--- src/design/fly_seq_pkg.sv ---
// Purpose: shared constants and types for the burst and fault sequencer
// Assumes: 25 MHz core clock
// Notes: times kept in their own units, cycle counts derived below
package fly_seq_pkg;
  localparam int CLK_HZ = 25_000_000;
  localparam int CLK_MHZ = 25;
  localparam int BURST_FREQ_HZ = 52_000;
  localparam int BURST_DUTY_PCT = 50;
  localparam int MAX_ON_NS = 30_000;
  localparam int LEB_NS = 200;
  localparam int MAX_OFF_US = 50;
  localparam int BURST_ENTRY_US = 100;
  localparam int OVERLOAD_MS = 24;
  localparam int OVP_BLANK_NS = 1_000;
  localparam int CNT_W = 12;
  localparam int BLANK_W = 20;
  localparam logic [CNT_W-1:0] BURST_PERIOD_CYC = CNT_W'(CLK_HZ / BURST_FREQ_HZ);
  localparam logic [CNT_W-1:0] BURST_HALF_CYC =
    CNT_W'(CLK_HZ / BURST_FREQ_HZ * BURST_DUTY_PCT / 100);
  localparam logic [CNT_W-1:0] MAX_ON_CYC = CNT_W'(MAX_ON_NS * CLK_MHZ / 1000);
  localparam logic [CNT_W-1:0] LEB_CYC = CNT_W'((LEB_NS * CLK_MHZ + 999) / 1000);
  localparam logic [CNT_W-1:0] MAX_OFF_CYC = CNT_W'(MAX_OFF_US * CLK_MHZ);
  localparam logic [CNT_W-1:0] BURST_ENTRY_CYC = CNT_W'(BURST_ENTRY_US * CLK_MHZ);
  localparam logic [CNT_W-1:0] OVP_BLANK_CYC = CNT_W'((OVP_BLANK_NS * CLK_MHZ) / 1000);
  localparam int OVERLOAD_CYC = OVERLOAD_MS * CLK_MHZ * 1000;
  localparam logic [2:0] VALLEY_MAX = 3'h7;
  localparam logic [2:0] VALLEY_EXIT = 3'h1;
  localparam logic [2:0] VALLEY_RST = 3'h1;
  // register map, byte addresses
  localparam int ADDR_W = 4;
  localparam logic [ADDR_W-1:0] CTRL_ADDR = 4'h0;
  localparam logic [ADDR_W-1:0] STAT_ADDR = 4'h4;
  localparam logic [ADDR_W-1:0] EVT_ADDR = 4'h8;
  localparam logic [ADDR_W-1:0] MASK_ADDR = 4'hc;
  localparam int CTRL_EN_BIT = 0;
  localparam int CTRL_VAL_LSB = 1;
  localparam int EVT_W = 5;
  localparam logic [1:0] RESP_OKAY = 2'h0;
  localparam logic [1:0] RESP_SLVERR = 2'h2;
  typedef enum logic [1:0] {ST_RESTART, ST_RUN, ST_LATCHED} fault_state_t;
  typedef struct packed {
    logic fdbkAboveBurstHigh;
    logic fdbkBelowBurstLow;
    logic fdbkAboveBurstExit;
    logic fdbkBelowBurstEntry;
    logic fdbkPulledHigh;
    logic csAboveBurstLimit;
    logic csAboveNormalLimit;
    logic csShortWinding;
    logic zeroCross;
    logic auxOvervoltage;
    logic vccBelowTurnOff;
    logic vccAboveTurnOn;
    logic vccOvervoltage;
    logic overTemp;
  } comp_in_t;
  localparam int COMP_W = $bits(comp_in_t);
  // sticky event bits
  typedef struct packed {
    logic maxOnTrip;
    logic latchOff;
    logic autoRestart;
    logic burstExit;
    logic burstEnter;
  } evt_t;
endpackage

--- src/design/burst_fault_seq.sv ---
// Purpose: burst mode gating and protection sequencing for a flyback switch
// Assumes: comparator results arrive asynchronous; AXI4-Lite register access
// Notes: normal mode switches on valley count or max off time
// Behaviour
// - in paused burst, restart bias and switching when feedback exceeds burst high.
// - burst turn-on comes from a fixed 52 kHz timer, not zero crossing.
// - in burst, gate ends when current exceeds reduced burst peak limit.
// - in burst, gate forced off at half the burst timer period.
// - first of burst current limit or duty limit clears the gate.
// - at burst low feedback, reset bias and hold switching until burst high.
// - feedback above burst exit ends burst and restores normal limit.
// - leaving burst loads the valley counter with one.
// - supply, overload, temperature faults auto-restart; overvoltage, short winding latch.
// - supply under or overvoltage resets control and holds switch off.
// - below turn-off enable charger; above turn-on restart with soft start.
// - persistent high feedback auto-restarts only after 24 ms blanking.
// - zero-cross overvoltage during off time beyond blanking latches off.
// - over-temperature indication forces auto-restart.
// - short winding current while switch on latches off.
// - latched off, charger on at turn-off level, off at turn-on level.
// - gate high longer than max on time turns off at once.
// - burst entry needs low feedback, counter seven, both held for blanking.
//
// The placing of the registers and register access over AXI4-Lite were left to the implementer.
`timescale 1ns/1ps
`default_nettype none
module burst_fault_seq #(
  parameter int OVERLOAD_BLANK_CYC = fly_seq_pkg::OVERLOAD_CYC
) (
  input wire logic clk, // core clock
  input wire logic rst_n, // async reset
  input wire fly_seq_pkg::comp_in_t compIn, // raw comparator levels
  output logic gate, // power switch gate
  output logic biasOn, // internal bias enable
  output logic chargerOn, // startup charger enable
  output logic burstMode, // burst mode active
  output logic burstLimitSel, // reduced current limit selected
  output logic softStart, // pulse: start soft start
  output logic irq, // level interrupt
  input wire logic awvalid, // axi write address valid
  output logic awready, // axi write address ready
  input wire logic [fly_seq_pkg::ADDR_W-1:0] awaddr, // axi write address
  input wire logic wvalid, // axi write data valid
  output logic wready, // axi write data ready
  input wire logic [31:0] wdata, // axi write data
  input wire logic [3:0] wstrb, // axi write strobes
  output logic bvalid, // axi write response valid
  input wire logic bready, // axi write response ready
  output logic [1:0] bresp, // axi write response
  input wire logic arvalid, // axi read address valid
  output logic arready, // axi read address ready
  input wire logic [fly_seq_pkg::ADDR_W-1:0] araddr, // axi read address
  output logic rvalid, // axi read data valid
  input wire logic rready, // axi read ready
  output logic [31:0] rdata, // axi read data
  output logic [1:0] rresp // axi read response
);
  logic [fly_seq_pkg::COMP_W-1:0] syncA_q, syncB_q;
  fly_seq_pkg::comp_in_t cmp;
  fly_seq_pkg::fault_state_t state_q;
  logic gate_q, burst_q, bias_q, charger_q, softStart_q, xingPrev_q;
  logic [2:0] valley_q, xingCnt_q;
  logic [fly_seq_pkg::CNT_W-1:0] onCnt_q, offCnt_q, burstTmr_q, entryCnt_q, ovpCnt_q;
  logic [fly_seq_pkg::BLANK_W-1:0] ovlCnt_q;
  logic ctrlEn_q;
  fly_seq_pkg::evt_t evt_q, mask_q, evtSet;
  logic run, supplyFault, autoFault, latchFault, entryOk, burstExit;
  logic gateOnReq, gateOffReq, burstTick, curTrip, dutyTrip, maxOnTrip;
  logic awHeld_q, wHeld_q, bvalid_q, rvalid_q;
  logic [fly_seq_pkg::ADDR_W-1:0] awAddr_q;
  logic [31:0] wData_q, rdata_q;
  logic [3:0] wStrb_q;
  logic [1:0] bresp_q, rresp_q;
  logic doWrite;

  // two-flop synchronisers, one per comparator bit
  genvar gi;
  generate
    for (gi = 0; gi < fly_seq_pkg::COMP_W; gi++)
    begin : g_sync
      always_ff @(posedge clk or negedge rst_n)
      begin
        if (!rst_n)
        begin
          syncA_q[gi] <= 1'b0;
          syncB_q[gi] <= 1'b0;
        end
        else
        begin
          syncA_q[gi] <= compIn[gi];
          syncB_q[gi] <= syncA_q[gi];
        end
      end
    end
  endgenerate
  assign cmp = fly_seq_pkg::comp_in_t'(syncB_q);

  assign run = (state_q == fly_seq_pkg::ST_RUN);
  assign supplyFault = cmp.vccBelowTurnOff || cmp.vccOvervoltage;
  assign autoFault = supplyFault || cmp.overTemp
    || (ovlCnt_q >= fly_seq_pkg::BLANK_W'(OVERLOAD_BLANK_CYC));
  assign latchFault = (cmp.csShortWinding && gate_q)
    || (ovpCnt_q >= fly_seq_pkg::OVP_BLANK_CYC);

  // protection state machine
  always_ff @(posedge clk or negedge rst_n)
  begin
    if (!rst_n)
      state_q <= fly_seq_pkg::ST_RESTART;
    else
    begin
      unique case (state_q)
        fly_seq_pkg::ST_RESTART:
          if (charger_q && cmp.vccAboveTurnOn && !cmp.vccOvervoltage)
            state_q <= fly_seq_pkg::ST_RUN;
        fly_seq_pkg::ST_RUN:
          if (latchFault)
            state_q <= fly_seq_pkg::ST_LATCHED;
          else if (autoFault)
            state_q <= fly_seq_pkg::ST_RESTART;
        fly_seq_pkg::ST_LATCHED:
          state_q <= fly_seq_pkg::ST_LATCHED;
      endcase
    end
  end

  // startup charger hysteresis outside normal run
  always_ff @(posedge clk or negedge rst_n)
  begin
    if (!rst_n)
      charger_q <= 1'b1;
    else if (run)
      charger_q <= 1'b0;
    else if (cmp.vccBelowTurnOff)
      charger_q <= 1'b1;
    else if (cmp.vccAboveTurnOn)
      charger_q <= 1'b0;
  end

  always_ff @(posedge clk or negedge rst_n)
  begin
    if (!rst_n)
      softStart_q <= 1'b0;
    else
      softStart_q <= (state_q == fly_seq_pkg::ST_RESTART) && charger_q
        && cmp.vccAboveTurnOn && !cmp.vccOvervoltage;
  end

  // fault blanking timers
  always_ff @(posedge clk or negedge rst_n)
  begin
    if (!rst_n)
    begin
      ovlCnt_q <= '0;
      ovpCnt_q <= '0;
    end
    else
    begin
      if (!run || !cmp.fdbkPulledHigh)
        ovlCnt_q <= '0;
      else
        ovlCnt_q <= ovlCnt_q + 1'b1;
      if (!run || gate_q || !cmp.auxOvervoltage)
        ovpCnt_q <= '0;
      else
        ovpCnt_q <= ovpCnt_q + 1'b1;
    end
  end

  // burst entry and exit
  assign entryOk = cmp.fdbkBelowBurstEntry && (valley_q == fly_seq_pkg::VALLEY_MAX);
  assign burstExit = burst_q && cmp.fdbkAboveBurstExit;
  always_ff @(posedge clk or negedge rst_n)
  begin
    if (!rst_n)
      entryCnt_q <= '0;
    else if (!run || burst_q || !entryOk)
      entryCnt_q <= '0;
    else if (entryCnt_q < fly_seq_pkg::BURST_ENTRY_CYC)
      entryCnt_q <= entryCnt_q + 1'b1;
  end

  always_ff @(posedge clk or negedge rst_n)
  begin
    if (!rst_n)
      burst_q <= 1'b0;
    else if (!run || burstExit)
      burst_q <= 1'b0;
    else if (entryOk && entryCnt_q >= fly_seq_pkg::BURST_ENTRY_CYC)
      burst_q <= 1'b1;
  end

  // bias gating during burst: paused on entry
  always_ff @(posedge clk or negedge rst_n)
  begin
    if (!rst_n)
      bias_q <= 1'b0;
    else if (!run)
      bias_q <= 1'b0;
    else if (!burst_q)
      bias_q <= !(entryOk && entryCnt_q >= fly_seq_pkg::BURST_ENTRY_CYC);
    else if (cmp.fdbkAboveBurstHigh)
      bias_q <= 1'b1;
    else if (cmp.fdbkBelowBurstLow)
      bias_q <= 1'b0;
  end

  // valley counter: exit load has priority over software
  always_ff @(posedge clk or negedge rst_n)
  begin
    if (!rst_n)
      valley_q <= fly_seq_pkg::VALLEY_RST;
    else if (burstExit)
      valley_q <= fly_seq_pkg::VALLEY_EXIT;
    else if (doWrite && awAddr_q == fly_seq_pkg::CTRL_ADDR && wStrb_q[0])
      valley_q <= wData_q[fly_seq_pkg::CTRL_VAL_LSB +: 3];
  end

  // free-running burst timer
  always_ff @(posedge clk or negedge rst_n)
  begin
    if (!rst_n)
      burstTmr_q <= '0;
    else if (!burst_q || burstTmr_q == fly_seq_pkg::BURST_PERIOD_CYC - 1'b1)
      burstTmr_q <= '0;
    else
      burstTmr_q <= burstTmr_q + 1'b1;
  end
  assign burstTick = burst_q && (burstTmr_q == '0);

  // zero-crossing count while gate off
  always_ff @(posedge clk or negedge rst_n)
  begin
    if (!rst_n)
    begin
      xingPrev_q <= 1'b0;
      xingCnt_q <= '0;
    end
    else
    begin
      xingPrev_q <= cmp.zeroCross;
      if (gate_q)
        xingCnt_q <= '0;
      else if (cmp.zeroCross && !xingPrev_q && xingCnt_q != fly_seq_pkg::VALLEY_MAX)
        xingCnt_q <= xingCnt_q + 1'b1;
    end
  end

  assign curTrip = (onCnt_q >= fly_seq_pkg::LEB_CYC)
    && (burst_q ? cmp.csAboveBurstLimit : cmp.csAboveNormalLimit);
  assign dutyTrip = burst_q && (burstTmr_q >= fly_seq_pkg::BURST_HALF_CYC);
  assign maxOnTrip = onCnt_q >= fly_seq_pkg::MAX_ON_CYC;
  assign gateOffReq = curTrip || dutyTrip || maxOnTrip;
  assign gateOnReq = burst_q ? (burstTick && bias_q)
    : (xingCnt_q >= valley_q || offCnt_q >= fly_seq_pkg::MAX_OFF_CYC);

  // gate flip-flop and on/off timers
  always_ff @(posedge clk or negedge rst_n)
  begin
    if (!rst_n)
    begin
      gate_q <= 1'b0;
      onCnt_q <= '0;
      offCnt_q <= '0;
    end
    else
    begin
      if (!run || !ctrlEn_q || latchFault || autoFault)
        gate_q <= 1'b0;
      else if (gate_q && gateOffReq)
        gate_q <= 1'b0;
      else if (!gate_q && gateOnReq && !burstExit && (bias_q || burst_q))
        gate_q <= 1'b1;
      onCnt_q <= gate_q ? onCnt_q + 1'b1 : '0;
      offCnt_q <= (gate_q || offCnt_q >= fly_seq_pkg::MAX_OFF_CYC) ? offCnt_q : offCnt_q + 1'b1;
      if (gate_q)
        offCnt_q <= '0;
    end
  end

  // interrupt events, set wins over clear
  assign evtSet = '{maxOnTrip: gate_q && maxOnTrip,
                    latchOff: run && latchFault,
                    autoRestart: run && !latchFault && autoFault,
                    burstExit: burstExit,
                    burstEnter: run && !burst_q && entryOk
                      && entryCnt_q >= fly_seq_pkg::BURST_ENTRY_CYC};
  always_ff @(posedge clk or negedge rst_n)
  begin
    if (!rst_n)
      evt_q <= '0;
    else if (doWrite && awAddr_q == fly_seq_pkg::EVT_ADDR && wStrb_q[0])
      evt_q <= (evt_q & ~fly_seq_pkg::evt_t'(wData_q[fly_seq_pkg::EVT_W-1:0])) | evtSet;
    else
      evt_q <= evt_q | evtSet;
  end

  always_ff @(posedge clk or negedge rst_n)
  begin
    if (!rst_n)
    begin
      mask_q <= '0;
      ctrlEn_q <= 1'b1;
    end
    else if (doWrite && wStrb_q[0])
    begin
      if (awAddr_q == fly_seq_pkg::MASK_ADDR)
        mask_q <= fly_seq_pkg::evt_t'(wData_q[fly_seq_pkg::EVT_W-1:0]);
      if (awAddr_q == fly_seq_pkg::CTRL_ADDR)
        ctrlEn_q <= wData_q[fly_seq_pkg::CTRL_EN_BIT];
    end
  end

  // axi4-lite write channel
  assign doWrite = awHeld_q && wHeld_q && !bvalid_q;
  always_ff @(posedge clk or negedge rst_n)
  begin
    if (!rst_n)
    begin
      awHeld_q <= 1'b0;
      wHeld_q <= 1'b0;
      bvalid_q <= 1'b0;
      bresp_q <= fly_seq_pkg::RESP_OKAY;
      awAddr_q <= '0;
      wData_q <= '0;
      wStrb_q <= '0;
    end
    else
    begin
      if (awvalid && !awHeld_q)
      begin
        awHeld_q <= 1'b1;
        awAddr_q <= awaddr;
      end
      if (wvalid && !wHeld_q)
      begin
        wHeld_q <= 1'b1;
        wData_q <= wdata;
        wStrb_q <= wstrb;
      end
      if (doWrite)
      begin
        awHeld_q <= 1'b0;
        wHeld_q <= 1'b0;
        bvalid_q <= 1'b1;
        bresp_q <= (awAddr_q == fly_seq_pkg::STAT_ADDR || awAddr_q[1:0] != 2'h0)
          ? fly_seq_pkg::RESP_SLVERR : fly_seq_pkg::RESP_OKAY;
      end
      else if (bvalid_q && bready)
        bvalid_q <= 1'b0;
    end
  end

  // axi4-lite read channel
  always_ff @(posedge clk or negedge rst_n)
  begin
    if (!rst_n)
    begin
      rvalid_q <= 1'b0;
      rdata_q <= '0;
      rresp_q <= fly_seq_pkg::RESP_OKAY;
    end
    else if (arvalid && !rvalid_q)
    begin
      rvalid_q <= 1'b1;
      rresp_q <= fly_seq_pkg::RESP_OKAY;
      rdata_q <= '0;
      unique case (araddr)
        fly_seq_pkg::CTRL_ADDR: rdata_q <= {28'h0, valley_q, ctrlEn_q};
        fly_seq_pkg::STAT_ADDR:
          rdata_q <= {23'h0, state_q, xingCnt_q, charger_q, bias_q, burst_q, gate_q};
        fly_seq_pkg::EVT_ADDR: rdata_q <= {27'h0, evt_q};
        fly_seq_pkg::MASK_ADDR: rdata_q <= {27'h0, mask_q};
        default: rresp_q <= fly_seq_pkg::RESP_SLVERR;
      endcase
    end
    else if (rvalid_q && rready)
      rvalid_q <= 1'b0;
  end

  assign awready = !awHeld_q;
  assign wready = !wHeld_q;
  assign bvalid = bvalid_q;
  assign bresp = bresp_q;
  assign arready = !rvalid_q;
  assign rvalid = rvalid_q;
  assign rdata = rdata_q;
  assign rresp = rresp_q;
  assign gate = gate_q;
  assign biasOn = bias_q;
  assign chargerOn = charger_q;
  assign burstMode = burst_q;
  assign burstLimitSel = burst_q;
  assign softStart = softStart_q;
  assign irq = |(evt_q & mask_q);

  a_burst_duty: assert property (@(posedge clk) disable iff (!rst_n)
    burst_q && gate_q && burstTmr_q >= fly_seq_pkg::BURST_HALF_CYC |=> !gate_q)
    else $error("burst duty limit missed");
  a_burst_cur: assert property (@(posedge clk) disable iff (!rst_n)
    gate_q && burst_q && curTrip |=> !gate_q)
    else $error("burst current limit missed");
  a_burst_timer: assert property (@(posedge clk) disable iff (!rst_n)
    $rose(gate_q) && $past(burst_q) |-> $past(burstTmr_q) == '0)
    else $error("burst turn-on off timer");
  a_max_on: assert property (@(posedge clk) disable iff (!rst_n)
    gate_q |-> onCnt_q <= fly_seq_pkg::MAX_ON_CYC)
    else $error("gate exceeded max on time");
  a_exit_valley: assert property (@(posedge clk) disable iff (!rst_n)
    burstExit |=> !burst_q && valley_q == fly_seq_pkg::VALLEY_EXIT)
    else $error("burst exit did not load valley");
  a_bias_low: assert property (@(posedge clk) disable iff (!rst_n)
    burst_q && cmp.fdbkBelowBurstLow && !cmp.fdbkAboveBurstHigh && run |=> !bias_q)
    else $error("bias not reset at burst low");
  a_bias_high: assert property (@(posedge clk) disable iff (!rst_n)
    burst_q && run && cmp.fdbkAboveBurstHigh && !burstExit |=> bias_q)
    else $error("bias not restored at burst high");
  a_latch_short: assert property (@(posedge clk) disable iff (!rst_n)
    run && gate_q && cmp.csShortWinding |=> state_q == fly_seq_pkg::ST_LATCHED)
    else $error("short winding did not latch");
  a_latch_hold: assert property (@(posedge clk) disable iff (!rst_n)
    state_q == fly_seq_pkg::ST_LATCHED |=> state_q == fly_seq_pkg::ST_LATCHED && !gate_q)
    else $error("latched state left");
  a_supply_off: assert property (@(posedge clk) disable iff (!rst_n)
    run && cmp.vccOvervoltage |=> !gate_q && !run)
    else $error("supply fault kept switching");
  a_temp_restart: assert property (@(posedge clk) disable iff (!rst_n)
    run && cmp.overTemp && !latchFault |=> state_q == fly_seq_pkg::ST_RESTART)
    else $error("over temperature ignored");
  c_burst_enter: cover property (@(posedge clk) disable iff (!rst_n) $rose(burst_q));
  c_burst_exit: cover property (@(posedge clk) disable iff (!rst_n) burstExit);
  c_latched: cover property (@(posedge clk) disable iff (!rst_n)
    state_q == fly_seq_pkg::ST_LATCHED && $rose(charger_q));
endmodule
`default_nettype wire

--- config.mk ---
export PLATFORM = sky130hd
export DESIGN_NAME = burst_fault_seq
export DESIGN_NICKNAME = d
export VERILOG_FILES = /design/src/design/fly_seq_pkg.sv /design/src/design/burst_fault_seq.sv
export SDC_FILE = /design/constraint.sdc
export NUM_CORES = 1
export LEC_CHECK = 0
export ABC_AREA = 1
export BUFFER_PORTS_ARGS = -buffer_cell sky130_fd_sc_hd__buf_2
export CAP_MARGIN = 10
export CORE_MARGIN = 1.5
export CORE_UTILIZATION = 50
export CTS_BUF_LIST = sky130_fd_sc_hd__clkbuf_16
export DETAILED_ROUTE_END_ITERATION = 16
export PLACE_DENSITY = 0.75
export SYNTH_ARGS = -nofsm -noshare
export SYNTH_HDL_FRONTEND = slang
export SYNTH_SLANG_ARGS = --single-unit
--- constraint.sdc ---
create_clock -name clk -period 1.5 [get_ports clk]
set_clock_uncertainty 0.1 [all_clocks]
set_input_delay 0.15 -clock clk [delete_from_list [all_inputs] [get_ports clk]]
set_output_delay 0.15 -clock clk [all_outputs]
set_load 0.01 [all_outputs]
[Word-level counts from Yosys, hierarchy flattened]
Cells that the tools add are included.
Storage, ports and cells
  output and inout port bits: 48
  flip-flop bits (word level): 183
  word-level logic and storage cells: 236
  bits of input ports: 65
Operators by class
  add/sub/neg operators: 7
  bitwise operators: 5
  equal/unequal tests: 15
  reduce and logical (&&, ||, !) cells: 94
  $lt $le $gt $ge: 9
  multiplexer cells: 42
Operators with widths (number)
  two-way mux 12 bit: 7
  adder 12 x 1 -> 12 bit, second input constant: 5
  logical AND 1 bit: 38
  case mux 9 bit (4 select lines): 1
  two-way mux 1 bit: 22
  adder 20 x 1 -> 20 bit, second input constant: 1
  greater-or-equal comparator 20 bit, second input constant: 1
  logical OR 1 bit: 20
  two-way mux 20 bit: 1
  nonzero test 2 bit: 9
  == test 4 bit, second input constant: 4
  logical NOT 1 bit: 16
  == test 12 x 9 -> 1 bit, second input constant: 1
  greater-or-equal comparator 12 x 10 -> 1 bit, second input constant: 1
  greater-or-equal comparator 12 x 11 -> 1 bit, second input constant: 1
  greater-or-equal comparator 12 bit, second input constant: 1
  greater-or-equal comparator 12 x 3 -> 1 bit, second input constant: 1
  greater-or-equal comparator 12 x 5 -> 1 bit, second input constant: 1
  greater-or-equal comparator 12 x 8 -> 1 bit, second input constant: 1
  logical NOT 12 bit: 1
  < comparator 12 bit, second input constant: 1
  two-way mux 3 bit: 4
  AND 5 bit: 2
  two-way mux 2 bit: 5
  20 further kinds: 27

[Logic depth before layout (Yosys ltp)]
  word-level depth: 10
  mapped depth: 11
  depth with buffers taken out: 11

[Least setup slack after synthesis]
OpenSTA, ideal clock, no wires.
  path kind: flip-flop to flip-flop
  start: register state_q[1]
  end: register entryCnt_q[9] (netlist name)
  required time: 1.284 ns
  setup slack: -0.132 ns
  library setup time: 0.116 ns
  cell stages (with the launch flop): 11
  data arrival time: 1.416 ns
  cells stage by stage: dfrtp_1 inv_1 ha_1 buf_2 inv_2 nor3_1 inv_2 nor2_8 inv_4 nand2_1 nand2_1
Between the ends
  cells in the longest elaborated chain, start to end: 5
Ends and longest elaborated chain
  start: declaration: RTL line burst_fault_seq.sv:60  | fly_seq_pkg::fault_state_t state_q;
  start signal: assignment: RTL line burst_fault_seq.sv:109  | state_q <= fly_seq_pkg::ST_RESTART;
  start signal: assignment: RTL line burst_fault_seq.sv:115  | state_q <= fly_seq_pkg::ST_RUN;
  start signal: assignment: RTL line burst_fault_seq.sv:118  | state_q <= fly_seq_pkg::ST_LATCHED;
  == test 2 x 1 -> 1 bit (*): RTL line burst_fault_seq.sv:98  | assign run = (state_q == fly_seq_pkg::ST_RUN);
  logical NOT 1 bit (*): RTL line burst_fault_seq.sv:177  | else if (!run || burst_q || !entryOk)
  logical OR 1 bit (*) (2 in a row): RTL line burst_fault_seq.sv:177
  two-way mux 12 bit or nonzero test 2 bit (tied branches)
  end signal: assignment: RTL line burst_fault_seq.sv:180  | entryCnt_q <= entryCnt_q + 1'b1;
  end: declaration: RTL line burst_fault_seq.sv:63  | logic [fly_seq_pkg::CNT_W-1:0] onCnt_q, offCnt_q, burstTmr_q, entryCnt_q, ovpCnt_q;
Mark *: on every way between the ends. The rest lies on a longest branch, timed or not.
A chain may end at the register's enable or synchronous reset.

[Final worst setup path]
  start: register evt_q[0] (netlist name)
  end: output port irq
Between the ends
  cells in the longest elaborated chain, start to end: 2
Ends and longest elaborated chain
  start: declaration: RTL line burst_fault_seq.sv:66  | fly_seq_pkg::evt_t evt_q, mask_q, evtSet;
  start signal: assignment: RTL line burst_fault_seq.sv:293  | evt_q <= (evt_q & ~fly_seq_pkg::evt_t'(wData_q[fly_seq_pkg::EVT_W-1:0])) | evtSet;
  start signal: assignment: RTL line burst_fault_seq.sv:295  | evt_q <= evt_q | evtSet;
  AND 5 bit: RTL line burst_fault_seq.sv:395  | assign irq = |(evt_q & mask_q);
  OR reduction 5 bit: RTL line burst_fault_seq.sv:395
  end: declaration: RTL line burst_fault_seq.sv:39  | output logic irq,
Every way passes these cells.

==> summary.txt <==
Run status
  • Status: finished with violations
  • Violated checks: setup timing

Placed design
  • IO Port Bufs: 57
  • DP Wirelength: 12,000 microns
  • Routability cong.: 0.857

Setup path
  • Critical Path Source: evt_q[0]
  • Critical-path cell list: nand2_1, nand2_2, a221oi_2, nand2_1, buf_2
  • WP buf/inv: 1
  • Slowest CP cell: dfrtp_1
  • Crit-path leading delay family: flip-flops
  • Reg2Reg Depth: 5
  • Endpoint type of the worst setup path: output pin
  • Crit-path max FO: 2
  • Levels on crit path: 5
  • Most common cell on crit path: nand2_1
  • Req. time, crit path: 1.25 ns
  • CP startpoint kind: register
  • Critical Path AT: 1.45 ns
  • Max incr delay on CP: 0.40 ns
  • R2R Path Start: offCnt_q[3]
  • Worst Setup Path Type: reg -> out

Global route
  • Total routing usage reported by global routing: 23.3%
  • Vias in the first global route: 6,365
  • GRT overflow: 0
  • Initial antenna violation count: 0
  • First-pass GRT wire length: 29,800 microns
  • Largest net degree at the start of global routing: 39

Run
  • # Max-Cap Violations: 0

Floorplanning
  • Row cnt: 45
  • Core area: 15,100 sq um
  • Die Span X: 127 microns
  • Top Ports: 113
  • Initial Utilization: 50.8%
  • DIE HEIGHT: 127 microns
  • Die ar.: 16,100 sq um

Synthesis
  • Multiplexer area fraction after synthesis: 0.441%
  • Sequential element share of the synthesized area: 51.6%
  • Largest family of logic cells by synthesized area: simple AND/OR/NAND/NOR gates
  • Mean Syn Cell Area: 8.45 sq um
  • Mapped Area: 7670 sq um
  • Synth Area in XOR/XNOR: 1.03%
  • Synth Area in Compound Gates: 8.54%
  • Post-synthesis simple-gate area fraction: 25.6%
  • Post-Synth Adder-Cell Area: 3.75%
  • Register bit count reported by yosys: 158
  • Mapped Cells: 907
  • Syn. warnings: 0
  • Synth cell types: 43

Routing
  • DRC violations left: 0
  • Post-DRT Antenna Nets: 0
  • DR WL/cell: 16.8 microns
  • Vias: 7,303
  • Starting DRT DRC Count: 680
  • DRT Pass-1 Iters: 5
  • Drt total wl: 22,700 microns
  • Post-DR vias/cell: 5.41

Clock network
  • CTS tree: done
  • Clock Sinks: 158
  • Root buf cell: clkbuf_16
  • Worst-skew pair later-pin latency: 0.43 ns
  • Reg clk slew, reported paths: 0.07 ns
  • CTS H-tree lvls: 4
  • Max Root-Sink Buffers: 2
  • Num CTS Buffers: 17

Cells and area
  • # fillers: 945
  • Nets: 1,237
  • Share of layout cells above drive strength 1: 39.8%
  • Antenna diode count: 0
  • Synth-to-layout area growth: 45.0%

Timing
  • Minimum clock period: 1.70 ns
  • Final WS setup: -0.200 ns
  • Slew Limit Fails: 0
  • Final Cycle Share: 113%
  • Final hold slack: 0.0455 ns
  • Setup Viol. Count Final: 49
  • RSZ-0062 raised after global routing: yes
  • Final Hold Fails: 0
  • Max Clock Freq: 0.588 GHz

Power
  • Overall power: 13.0 mW
  • Peak VDD IR: 1010 uV
  • Cell Pwr Density: 1170 nW/um^2
  • Leakage: 5.38 nW

Min path
  • HP Class: in -> async
-- worst paths after layout --
check	end	slack, ns
setup reg to reg	offCnt_q[6]	-0.14
setup / recovery	irq	-0.20
hold / removal	cmp[6]	0.05
max in group asynchronous	ovpCnt_q[2]	0.66
hold reg to reg	cmp[6]	0.25
min in group clk	rvalid	0.07
-- cells in the final DEF, fill, tap and decap left out, types with 8 or more instances in the layout --
| master | synthesis | routed |
|---|---|---|
| nand2_1 | 191 | 146 |
| dfrtp_1 | 155 | 145 |
| buf_4 | 28 | 114 |
| inv_1 | 108 | 90 |
| nor2_1 | 113 | 76 |
| buf_2 | 2 | 55 |
| a21oi_1 | 45 | 36 |
| nand3_1 | 54 | 35 |
| nand2_2 | 4 | 31 |
| buf_6 | 0 | 31 |
| dlygate4sd3_1 | 0 | 30 |
| o21ai_0 | 56 | 28 |
| conb_1 | 1 | 25 |
| inv_2 | 7 | 23 |
| nor2_4 | 4 | 22 |
| nor3_1 | 33 | 21 |
| nor2_2 | 1 | 20 |
| o21ai_1 | 4 | 20 |
| nand2_4 | 1 | 18 |
| nand4_1 | 18 | 18 |
| clkbuf_16 | 0 | 17 |
| nand3_2 | 1 | 15 |
| o21ai_2 | 2 | 14 |
| nor3_2 | 4 | 10 |
| dfrtp_2 | 0 | 10 |
| a21oi_2 | 0 | 9 |
| nor3b_2 | 2 | 8 |
| xor2_1 | 8 | 8 |
| ha_4 | 0 | 8 |
| ha_1 | 23 | 8 |
-- flip-flops by register name (all words and copies together), names as in the netlist, 2 cells and up --
| signal | cells |
|---|---|
| syncA_q | 14 |
| state_q | 2 |
| ovpCnt_q | 12 |
| valley_q | 3 |
| wData_q | 5 |
| awAddr_q | 4 |
| ovlCnt_q | 20 |
| xingCnt_q | 3 |
| entryCnt_q | 12 |
| evt_q | 5 |
| rdata | 9 |
| mask_q | 5 |
| onCnt_q | 12 |
| offCnt_q | 12 |
| cmp | 14 |
| burstTmr_q | 12 |
-- cells in the mapped netlist --
cell type / n / area (sq um)
xor2_1: 8 / 70.1
inv_2: 7 / 26.3
nor2_2: 1 / 6.26
mux2_2: 3 / 33.8
a21boi_0: 1 / 7.51
dfrtp_1: 155 / 3880
a21oi_1: 45 / 225
nor2_4: 4 / 45.0
nor3b_2: 2 / 25.0
buf_2: 2 / 10.0
nand4_1: 18 / 113
nor4_1: 1 / 6.26
nand3_2: 1 / 10.0
nor3_1: 33 / 165
xnor2_1: 1 / 8.76
o21ai_0: 56 / 280
conb_1: 1 / 3.75
nor3_4: 1 / 16.3
nand2_1: 191 / 717
o211a_1: 1 / 10.0
buf_4: 28 / 210
nand2_4: 1 / 11.3
o31ai_1: 2 / 15.0
inv_4: 2 / 12.5
a221oi_1: 2 / 17.5
nor3_2: 4 / 40.0
o21bai_1: 2 / 15.0
and3_1: 2 / 12.5
o31ai_2: 1 / 12.5
ha_1: 23 / 288
nand2_2: 4 / 25.0
o21ai_2: 2 / 17.5
o21a_1: 1 / 7.51
nor2_8: 1 / 20.0
inv_1: 108 / 405
dfstp_2: 3 / 78.8
o21ai_1: 4 / 20.0
nor3b_1: 7 / 52.6
a31oi_1: 3 / 18.8
nand3_1: 54 / 270
clkbuf_1: 7 / 26.3
nor2_1: 113 / 424
o211ai_1: 1 / 7.51
-- cell type report --
type,count,area (sq um),share of cell area (%)
Inverter,117,459,4.13
Multi-Input combinational cell,619,4020,36.1
Clock buffer,17,425,3.83
Tap cell,188,235,2.12
Timing Repair Buffer,236,1900,17.1
Clock inverter,15,115,1.04
Sequential cell,158,3970,35.7
-- repair_timing --
action                                 4_1_cts  5_1_grt
endpoints found under the hold margin      188        0
hold buffers                                30        0
buffers inserted                            13       47
setup endpoints to repair                   57       90
pin swaps                                   32       82
gates resized for setup                     63      248
cloned                                       1        1
-- per-layer routing --
layer  track usage, %  routed length (microns)  part of all wire, %
met1             30.5                     8900                   39
met2             38.9                    11400                   50
met3             5.02                     1400                  6.2
met4             7.75                      933                  4.1
met5                0                        0                    0
-- through the flow --
stage	setup TNS (ns)	setup WS, ns	cell area [sq um]	util [%]	cells
global route	-7.84	-0.258	11100	73.7	1350
finish	-2.90	-0.200	11100	73.7	1350
CTS	-0.593	-0.132	9920	65.7	1303
floorplan	-0.0289	-0.0289	7780	-	931
global placement	-0.812	-0.134	8780	58.2	1228
detailed placement	-2.31	-0.183	8780	58.2	1228
-- cells by family after synthesis --
kind of cell | Yosys count
xor+xnor | 9
mux | 3
simple gates | 438
flops | 158
buf+inv | 154
fa+ha+maj | 23
compound gates | 121
other cells | 1
-- worst register-to-register path, delay by kind of cell (launching register included) --
family | cells | cell delay, ns
AO/OA/AOI/OAI | 1 | 0.24
buffers and inverters | 1 | 0.17
XOR/XNOR | 1 | 0.17
AND/OR/NAND/NOR | 2 | 0.44
flip-flops | 1 | 0.42
-- power breakdown --
group | internal (mW) | leakage (nW) | switching [mW]
Clock | 2.13 | 0.258 | 1.87
Sequential | 4.84 | 2.03 | 0.441
Combinational | 1.66 | 3.10 | 2.02
Total | 8.63 | 5.38 | 4.33
Power figures use the tool's default switching activity.
